==> src/verilog/pwm_defs.svh <==
// Register indices, field positions, reset values and counts of the PWM timer channel.
`ifndef PWM_DEFS_SVH
`define PWM_DEFS_SVH

`define IDX_DUTY          6'h29
`define IDX_MODE          6'h2a
`define IDX_CONTROL       6'h2b
`define IDX_STATUS        6'h2c
`define IDX_MASK          6'h2d

`define DUTY_RESET        8'hff
`define DUTY_EXTRA_BIT    0
`define DUTY_WIDTH_MSB    7
`define DUTY_WIDTH_LSB    1

`define MODE_RESET        8'h00
`define MODE_LEVEL_BIT    0
`define MODE_BUFFER_BIT   1
`define MODE_CLOCK_LSB    2
`define MODE_CLOCK_MSB    4
`define MODE_SELECT_LSB   5
`define MODE_SELECT_MSB   6
`define MODE_EXTIN_BIT    7
`define MODE_PWM          2'h2

`define CTRL_RUN_BIT      0
`define CTRL_AND_BIT      1
`define CTRL_CASCADE_BIT  2

`define STAT_MATCH_BIT    0
`define STAT_RUNNING_BIT  1

`define CYCLE_LAST        7'h7f
`define PRESCALE_WIDTH    11

`endif

==> src/verilog/pwm_pkg.sv <==
// Types shared by the PWM timer channel.
package pwm_pkg;

    typedef enum logic [1:0] {
        bus_idle = 2'b01,
        bus_ack  = 2'b10
    } bus_state_t;

    typedef struct packed {
        bus_state_t  bus;
        logic        waitrequest;
        logic [31:0] readdata;
        logic [7:0]  duty_active;
        logic [7:0]  duty_buffer;
        logic [7:0]  mode;
        logic [2:0]  control;
        logic        match_status;
        logic        match_mask;
        logic [10:0] prescale;
        logic [6:0]  count;
        logic        even_cycle;
        logic        duty_reached;
        logic        pwm_output_pin;
        logic        match_interrupt;
        logic        irq;
    } state_t;

endpackage : pwm_pkg

==> src/verilog/timer_pwm_7bit_extra_pulse.sv <==
// Seven-bit PWM timer channel with extra pulse, double buffer and Avalon-MM registers.
// Contract
// - Seven-bit duty width sets the first output change within a 128-count cycle.
// - Extra pulse enable delays every even cycle's change to duty width plus one.
// - Idle output level follows initial level select before start and after stop.
// - While stopped the pin carries the initial level select value.
// - Counter low bits equal to duty width toggle the output away from idle.
// - At count 128 the counter clears and the output returns to idle.
// - Match interrupt rises on even overflows only, never on odd ones.
// - While running with AND select set the pin carries both sibling outputs ANDed.
// - Setting run control starts counting on the selected source clock.
// - Clearing run control stops, clears the counter and restores idle level.
// - Buffer enable chooses double buffering of the duty register.
// - Buffered writes while running reach the active value at even overflow.
// - With buffering a duty read returns the last value written.
// - Writes while stopped update the active value and the buffer at once.
// - Unbuffered writes while running act at once; lower values wait for wrap.
// - Unbuffered write equal to the count matches immediately after the write.
// - Mode register writes are ignored while the timer runs.
//
// Chosen here: register access over Avalon-MM.
`timescale 1ns/100ps
`include "pwm_defs.svh"

module timer_pwm_7bit_extra_pulse (
    input  wire logic        clk,
    input  wire logic        reset,
    input  wire logic [7:0]  address,
    input  wire logic        read,
    input  wire logic        write,
    input  wire logic [31:0] writedata,
    output logic      [31:0] readdata,
    output logic             waitrequest,
    input  wire logic        sibling_output,
    output logic             pwm_output_pin,
    output logic             match_interrupt,
    output logic             irq
);

    pwm_pkg::state_t state;
    pwm_pkg::state_t next_state;

    logic [5:0]  index;
    logic        accept;
    logic        write_now;
    logic        running;
    logic        tick;
    logic        overflow;
    logic        even_overflow;
    logic [7:0]  target;
    logic [10:0] prescale_mask;
    logic        level;
    logic        channel_level;
    logic [31:0] read_value;

    assign index = address[7:2];

    always_comb begin
        next_state = state;

        // Bus handshake: one wait cycle, then the request completes.
        accept    = (read | write) && (state.bus == pwm_pkg::bus_idle);
        write_now = write && (state.bus == pwm_pkg::bus_ack);
        unique case (state.bus)
            pwm_pkg::bus_idle: begin
                if (accept) begin
                    next_state.bus         = pwm_pkg::bus_ack;
                    next_state.waitrequest = 1'b0;
                end
            end
            pwm_pkg::bus_ack: begin
                next_state.bus         = pwm_pkg::bus_idle;
                next_state.waitrequest = 1'b1;
            end
            default: begin
                next_state.bus         = pwm_pkg::bus_idle;
                next_state.waitrequest = 1'b1;
            end
        endcase

        running = state.control[`CTRL_RUN_BIT];
        level   = state.mode[`MODE_LEVEL_BIT];

        // Source clock tick from a free-running prescaler.
        next_state.prescale = state.prescale + 11'h001;
        unique case (state.mode[`MODE_CLOCK_MSB:`MODE_CLOCK_LSB])
            3'h0:    prescale_mask = 11'h7ff;
            3'h1:    prescale_mask = 11'h3ff;
            3'h2:    prescale_mask = 11'h0ff;
            3'h3:    prescale_mask = 11'h03f;
            3'h4:    prescale_mask = 11'h00f;
            3'h5:    prescale_mask = 11'h003;
            3'h6:    prescale_mask = 11'h001;
            3'h7:    prescale_mask = 11'h000;
        endcase
        tick = running && ((state.prescale & prescale_mask) == 11'h000);

        overflow      = tick && (state.count == `CYCLE_LAST);
        even_overflow = overflow && state.even_cycle;

        target = {1'b0, state.duty_active[`DUTY_WIDTH_MSB:`DUTY_WIDTH_LSB]};
        if (state.duty_active[`DUTY_EXTRA_BIT] && state.even_cycle) begin
            target = target + 8'h01;
        end

        if (running) begin
            if (tick) begin
                next_state.count = state.count + 7'h01;
            end
            if (overflow) begin
                next_state.count        = 7'h00;
                next_state.duty_reached = 1'b0;
                next_state.even_cycle   = ~state.even_cycle;
            end else if (({1'b0, next_state.count} == target)
                         || ({1'b0, state.count} == target)) begin
                // match toggles output
                // The new count lets the pin move with the count; the old one catches a late write.
                next_state.duty_reached = 1'b1;
            end
        end else begin
            next_state.count        = 7'h00;
            next_state.duty_reached = 1'b0;
            next_state.even_cycle   = 1'b0;
        end

        if (even_overflow && state.mode[`MODE_BUFFER_BIT]) begin
            next_state.duty_active = state.duty_buffer;
        end

        next_state.match_interrupt = even_overflow;

        // Register writes take effect at the edge that completes the request.
        if (write_now) begin
            unique case (index)
                `IDX_DUTY: begin
                    // buffer always keeps the last write
                    next_state.duty_buffer = writedata[7:0];
                    // immediate update unless buffered and running
                    if (!running || !state.mode[`MODE_BUFFER_BIT]) begin
                        next_state.duty_active = writedata[7:0];
                    end
                end
                `IDX_MODE: begin
                    if (!running) begin
                        next_state.mode = writedata[7:0];
                    end
                end
                `IDX_CONTROL: begin
                    next_state.control = writedata[2:0];
                end
                `IDX_MASK: begin
                    next_state.match_mask = writedata[`STAT_MATCH_BIT];
                end
                default: begin
                end
            endcase
        end

        // Sticky status: a new event wins over a write-one clear.
        if (write_now && (index == `IDX_STATUS) && writedata[`STAT_MATCH_BIT]) begin
            next_state.match_status = 1'b0;
        end
        if (even_overflow) begin
            next_state.match_status = 1'b1;
        end
        next_state.irq = next_state.match_status & next_state.match_mask;

        // Read data is captured when the request is accepted.
        read_value = 32'h0000_0000;
        unique case (index)
            `IDX_DUTY:    read_value[7:0] = state.duty_buffer;
            `IDX_MODE:    read_value[7:0] = state.mode;
            `IDX_CONTROL: read_value[2:0] = state.control;
            `IDX_STATUS: begin
                read_value[`STAT_MATCH_BIT]   = state.match_status;
                read_value[`STAT_RUNNING_BIT] = running;
            end
            `IDX_MASK:    read_value[`STAT_MATCH_BIT] = state.match_mask;
            default:      read_value = 32'h0000_0000;
        endcase
        if (accept && read) begin
            next_state.readdata = read_value;
        end

        // The pin is registered from the next state, so it moves at the same edge as the state that causes it.
        if (next_state.control[`CTRL_RUN_BIT]) begin
            // active level between match and overflow
            channel_level = level ^ next_state.duty_reached;
            if (next_state.control[`CTRL_AND_BIT]) begin
                channel_level = channel_level & sibling_output;
            end
        end else begin
            channel_level = next_state.mode[`MODE_LEVEL_BIT];
        end
        next_state.pwm_output_pin = channel_level;
    end

    always_ff @(posedge clk or posedge reset) begin
        if (reset) begin
            state              <= '0;
            state.bus          <= pwm_pkg::bus_idle;
            state.waitrequest  <= 1'b1;
            state.duty_active  <= `DUTY_RESET;
            state.duty_buffer  <= `DUTY_RESET;
            state.mode         <= `MODE_RESET;
        end else begin
            state <= next_state;
        end
    end

    assign readdata        = state.readdata;
    assign waitrequest     = state.waitrequest;
    assign pwm_output_pin  = state.pwm_output_pin;
    assign match_interrupt = state.match_interrupt;
    assign irq             = state.irq;

endmodule : timer_pwm_7bit_extra_pulse
==> config.mk <==
export PLATFORM = sky130hd
export DESIGN_NAME = timer_pwm_7bit_extra_pulse
export DESIGN_NICKNAME = d
export VERILOG_FILES = /design/src/verilog/pwm_pkg.sv /design/src/verilog/timer_pwm_7bit_extra_pulse.sv
export VERILOG_INCLUDE_DIRS = /design/src /design/src/verilog
export SDC_FILE = /design/constraint.sdc
export NUM_CORES = 1
export LEC_CHECK = 0
export ABC_AREA = 1
export ABC_CLOCK_PERIOD_IN_PS = 1800
export BUFFER_PORTS_ARGS = -buffer_cell sky130_fd_sc_hd__buf_2
export CAP_MARGIN = 5
export CORE_MARGIN = 4
export CORE_UTILIZATION = 49
export CTS_CLUSTER_DIAMETER = 120
export DETAILED_ROUTE_END_ITERATION = 6
export HOLD_SLACK_MARGIN = 0.15
export MAX_ROUTING_LAYER = met4
export PLACE_DENSITY = 0.76
export SETUP_SLACK_MARGIN = 0.2
export SYNTH_ARGS = -nofsm -noshare
export SYNTH_HDL_FRONTEND = slang
export SYNTH_SLANG_ARGS = --single-unit
==> constraint.sdc <==
create_clock -name clk -period 1.8 [get_ports clk]
set_input_delay 0.36 -clock clk [delete_from_list [all_inputs] [get_ports clk]]
set_output_delay 0.36 -clock clk [all_outputs]
set_load 0.05 [all_outputs]
Yosys cells after proc, flatten, opt, wreduce, memory -nomap -nowiden
Memories as Yosys holds them, arrays and structs flattened.
Index checks and enable logic that the tools add are counted.
Widths: inputs -> output; s select.
{ "classes": {"n_addsub": 3, "n_eq_ne": 12, "n_mux": 26, "bitwise": 7, "reduce_logical": 18} }
{ "op_table": {"columns": ["op", "n"], "rows": [
  ["$mux 8", 6],
  ["$eq 6x6->1 const B", 5],
  ["$mux 27", 1],
  ["$eq 7x8->1", 2],
  ["$mux 16", 1],
  ["$mux 7", 2],
  ["$add 11x1->11 const B", 1],
  ["$and 11x11->11", 1],
  ["$logic_not 11->1", 1],
  ["$logic_and 1x1->1", 10],
  ["$pmux 5 s2", 1],
  ["$mux 3", 3],
  ["$mux 9", 1],
  ["$add 7x1->8 const B", 1],
  ["$mux 1", 8],
  ["$add 7x1->7 const B", 1],
  ["$eq 7x7->1 const B", 1],
  ["$pmux 1 s5", 1],
  ["$pmux 1 s4", 1],
  ["$reduce_and 2->1", 2],
  ["$pmux 1 s3", 1],
  ["$reduce_and 3->1", 1],
  ["$and 1x1->1", 2],
  ["$eq 2x1->1 const B", 1],
  ["8 further kinds", 11]
]} }
{ "totals": {"reg_bits": 63, "rom_bits": 88, "in_bits": 45, "out_inout_bits": 36, "wordCells": 85, "mem_count": 1} }
{ "memory_table": {"columns": ["name", "words", "word_bits", "rd", "rd_clocked_by_memory_dff", "wr", "line", "source"], "rows": [
  ["(name not given)", 8, 11, 1, 0, 0, "timer_pwm_7bit_extra_pulse.sv:86", "unique case (state.mode[`MODE_CLOCK_MSB:`MODE_CLOCK_LSB])"]
]} }

Depth between registers and ports, before layout
An unclocked memory read counts as a cell.
{ "depth": {"depth_word": 15, "ltp_mapped": 19, "depth_no_buf": 19} }

Least setup slack after synthesis
Ideal clock, no wire load.
{ "synth_timing": {"path_kind": "flip-flop to flip-flop", "start": "register state[45] (netlist name)", "end": "register state, in the netlist pwm_output_pin", "arrival_ns": 1.797, "t_required_ns": 1.684, "slack_ns": -0.113, "stages_incl_launch_ff": 15, "path_buffers": 0, "synth_period_minus_slack_ns": 1.913, "path_cell_list": "dfstp_2 ha_1 inv_1 o21ai_0 xor2_1 nor3_1 nand3b_1 nor2_1 nor2_1 nand2_1 nand2_1 nand2_1 nand2_1 nand2_1 nand2_1"} }
{ "synth_via": {"elab_chain_cells": 11, "word_cells_on_any_way": 12} }
{ "synth_lines": {"columns": ["element", "line", "source"], "rows": [
  ["start, declared", "timer_pwm_7bit_extra_pulse.sv:40", "pwm_pkg::state_t state;"],
  ["start signal, assigned", "timer_pwm_7bit_extra_pulse.sv:207", "state <= next_state;"],
  ["$add 7x1->8", "timer_pwm_7bit_extra_pulse.sv:103", "target = target + 8'h01;"],
  ["$mux 8 (*)", "timer_pwm_7bit_extra_pulse.sv:102", "if (state.duty_active[`DUTY_EXTRA_BIT] && state.even_cycle) begin"],
  ["$eq 7x8->1, on equally long branches", "timer_pwm_7bit_extra_pulse.sv:114, timer_pwm_7bit_extra_pulse.sv:115", null],
  ["$logic_or 1x1->1 (*)", "timer_pwm_7bit_extra_pulse.sv:115", "|| ({1'b0, state.count} == target)) begin"],
  ["$mux 1 (*)", "timer_pwm_7bit_extra_pulse.sv:114", "end else if (({1'b0, next_state.count} == target)"],
  ["$mux 1 (*)", "timer_pwm_7bit_extra_pulse.sv:110", "if (overflow) begin"],
  ["$mux 9 (*)", "timer_pwm_7bit_extra_pulse.sv:106", "if (running) begin"],
  ["$xor 1x1->1 (*)", "timer_pwm_7bit_extra_pulse.sv:188", "channel_level = level ^ next_state.duty_reached;"],
  ["$and 1x1->1", "timer_pwm_7bit_extra_pulse.sv:190", "channel_level = channel_level & sibling_output;"],
  ["$mux 1 (*)", "timer_pwm_7bit_extra_pulse.sv:189", "if (next_state.control[`CTRL_AND_BIT]) begin"],
  ["$mux 1 (*)", "timer_pwm_7bit_extra_pulse.sv:186", "if (next_state.control[`CTRL_RUN_BIT]) begin"],
  ["net channel_level", "timer_pwm_7bit_extra_pulse.sv:53", "logic channel_level;"]
]} }
Mark *: on every way through the listed nets, which the timed path passes. The rest lies on a longest branch.
A chain may end at the register's enable or synchronous reset.

Final worst setup path
Same ends and word-level chain as after synthesis.

==> flow_results.org <==
** Status
- The flow ran to the end, but the final reports show violations.
- Failing checks :: setup timing

** Floorplanning
- Std cell rows :: 31
- Ports placed on the boundary :: 81
- The die is between 90 and 100 um tall.
- Die area :: ~8900 sq um
- In this run the horizontal extent of the chip is about 94 um.
- The initial utilization of the core area, before any placement, comes to 0.5049.
- Area inside the core boundary :: ~7300 sq um

** Clock network
- The later pin in the worst-skew pair is clocked with a latency of between 300 and 400 ps.
- CTS root buffer :: clkbuf_8
- Number of buffers between clock root and the deepest sink :: 2
- TritonCTS built the clock tree.
- CTS saw 62 sinks.
- CTS built an H-tree with a depth of 3.
- After clock tree synthesis, the clock-pin slew on the worst setup and hold paths is roughly 80 ps.
- Clock tree synthesis inserted a total of 9 buffers.

** Worst setup path
- The critical path is of the flip-flop to flip-flop type.
- Critical path launch point type :: flip-flop
- Arrival time reported for the critical path endpoint :: between 2000 and 2500 ps
- WP data required :: 2030 ps
- Worst Path Max Fanout :: 3
- Endpoint type of the worst setup path :: flip-flop

** Drt
- Post-route ant nets :: 0
- Number of vias in the routed layout :: approximately 3,600
- Wirelength per Cell :: ~14 um
- DRC violation total after the first TritonRoute iteration :: ~200
- Number of design rule violations left after detail routing :: 0
- Routed wire length :: between 9 and 10 mm
- The first TritonRoute pass finished after 5 iterations.
- In the routed layout, each cell is associated on average with a via count of 5.124.

** STA
- Max Freq :: 462.2 MHz
- Skew final :: about 7.6 ps
- Counting I/O delays and the setup requirement, the final critical path takes approximately 2200 ps.
- Final hold vios :: 0
- Setup violators final :: 12
- RSZ-0062 raised after global routing :: true
- Headroom to the max-slew limit came out at 0.4509.
- The max-slew violation count was 0.
- In the final timing run, aggregate negative setup slack is -2380 ps.
- In the post-route analysis, the smallest setup slack over all paths is -363.6 ps.
- Least-Margin Pin Slew :: roughly 820 ps
- Post-route clock period utilization :: 1.202

** Yosys
- Synthesis instantiated 39 different standard cells from the library.
- Counting flops with a built-in enable in the synthesized netlist gives 0.
- In this run, synthesis produced a sequential element count of just over 60.
- Largest cells by area after synthesis :: dfrtp_1 31%, dfstp_2 12%, nand2_1 11%, inv_1 7.4%, buf_4 7.0%
- By count the netlist is led by 106 x nand2_1, 72 x inv_1, 45 x dfrtp_1, 37 x o21ai_0, 36 x nor2_1.
- After synthesis, the share of flip-flops with an asynchronous set or reset is 1.000.
- For this run, the number of Yosys warnings is 0.
- Share of the yosys chip area belonging to registers :: 0.4294
- The share of synthesized area in the top cell type comes to 0.3075.
- Among all flip-flop cells after synthesis, the most frequent one is dfrtp_1.
- The synthesized design spends more area on one cell type than any other, namely dfrtp_1.
- Among all cell types in the netlist, the one instantiated most often is nand2_1.
- In the synthesized netlist, the number of instances is roughly 480.
- Cell Area, Synth :: approximately 3700 sq um
- A synthesized cell averages slightly below 8 sq um.

** Finish
- 0 antenna diodes ended up in the layout.
- The area growth from synthesis to layout is 38.44%.
- Filler instances :: a little over 500
- Fraction of final layout cells with drive strength greater than 1 :: 0.3866
- Registers take roughly 1600 sq um.
- The multi-input combinational cells in the finished layout cover a total of roughly 1900 sq um.
- After the last flow step, the layout net total stands at 638.

** Placement
- Input and output buffers added on the ports amount to 30.
- Routability-driven placement finished with a final weighted congestion of 0.9468.
- Detailed placement ended at an HPWL of between 6 and 7 mm.

** Flow run
- Total of max-cap violations :: 0

** Pwr
- Design Power :: between 4 and 5 mW
- PwrDens :: slightly above 800 nW/um^2
- Max rail drop VDD :: approximately 900 uV
- For this design the static power due to leakage is about 2.5 nW.

** Global routing
- Summed over all layers, the global routing overflow is 0.
- The number of antenna violations at the first check in global routing came to 0.
- Wire length of the first global-routing pass :: approximately 15 mm
- Aggregate global-route resource usage :: 0.2236
- Entering global routing, the biggest net connects between 60 and 70 pins.
- The number of global-route vias before repair was approximately 3,300.

** Hold path
- The tightest min-delay check is of the input pin to flip-flop type.
-- report_power, final --
group          switching [mW]  internal (mW)
sequential             0.0894           1.55
clock                   0.581          0.918
combinational           0.714          0.274
-- state kept, by name, indices dropped and copies added (netlist names) --
signal,cells
match_interrupt,1
level,1
pwm_output_pin,1
state,49
irq,1
readdata,8
running,1
-- worst paths after layout --
check	from	end	slack [ps]	cells after the start
worst max-delay path	state[45]	pwm_output_pin	-360	16
worst min-delay path	writedata[4]	state[40]	260	3
worst max register to register	state[45]	pwm_output_pin	-360	16
worst min register to register	readdata[7]	readdata[7]	490	2
max in group asynchronous	reset	state[36]	840	4
min in group asynchronous	reset	state[9]	630	4
-- worst max-delay path, stage by stage (launching register included) --
cell and delay, ps:
dfstp_2 580, ha_4 150, inv_4 40, o21ai_0 190, nand2_1 150, inv_1 120
nand2_1 70, a21oi_1 140, nand3_1 90, nor2_1 110, nor2_1 70, nand2_2 80
nand2_2 70, nand2_2 50, nand2_1 50, nand2_1 60, nand2_1 40
-- layer usage --
metal,routed length [um],GRT usage
met3,651,0.05578
met5,0,-
met1,3941,0.2637
met4,248,0.1118
met2,5136,0.3564
-- cells by family after synthesis --
logic type | Yosys count | synth area share
AOI/OAI and AO/OA | 71 | 0.1121
xor gates and xnor gates | 18 | 0.04305
adders and majority gates | 3 | 0.01025
buffers and inverters | 118 | 0.1599
DFF | 62 | 0.4295
other | 1 | 0.001024
and+or+nand+nor | 202 | 0.2443
-- final cells by class --
cell class                 count  area share
timing repair buffer         117      0.1723
clock inverter                 6     0.02172
clock buffer                  10     0.02517
tap                           99     0.02443
inverter                      78     0.06269
multi-input combinational    322      0.3833
sequential                    62      0.3105
-- through the flow --
| stage | cells | utilization | area, sq um | setup slack (ps) | hold WS [ps] |
|---|---|---|---|---|---|
| after floorplan | 498 | - | 3786 | -63.79 | 442.3 |
| after global placement | 655 | 0.5912 | 4288 | -246.5 | 460.6 |
| after detailed placement | 655 | 0.5912 | 4288 | -297.2 | 468.5 |
| after CTS | 679 | 0.6452 | 4679 | -266.9 | 242.6 |
| after global routing | 694 | 0.6990 | 5070 | -507.3 | 275.1 |
| final | 694 | 0.6990 | 5070 | -363.6 | 260.1 |
-- cells in the final DEF (no fill, tap or decap), types with 7 or more instances in the layout --
cell type	netlist	routed
buf_6	1	8
buf_4	34	75
conb_1	1	24
o21ai_2	1	9
nand2_2	4	11
nand3_2	0	7
xor2_1	15	11
inv_1	72	63
clkbuf_8	0	9
nor2_4	1	9
buf_2	2	30
o21ai_0	37	24
nor2_1	36	25
o22ai_1	12	8
dfstp_2	17	17
dfrtp_1	45	44
inv_2	2	8
nand3_1	29	23
nand4_1	12	12
nand2_1	106	96
-- what timing repair did --
action	CTS	global route
hold endpoints to repair	45	0
setup endpoints to repair	19	29
cloned	3	1
setup buffers	4	14
hold buffers	1	0
pin swaps	6	33
gates resized for setup	22	76
Power figures use the tool's default switching activity.
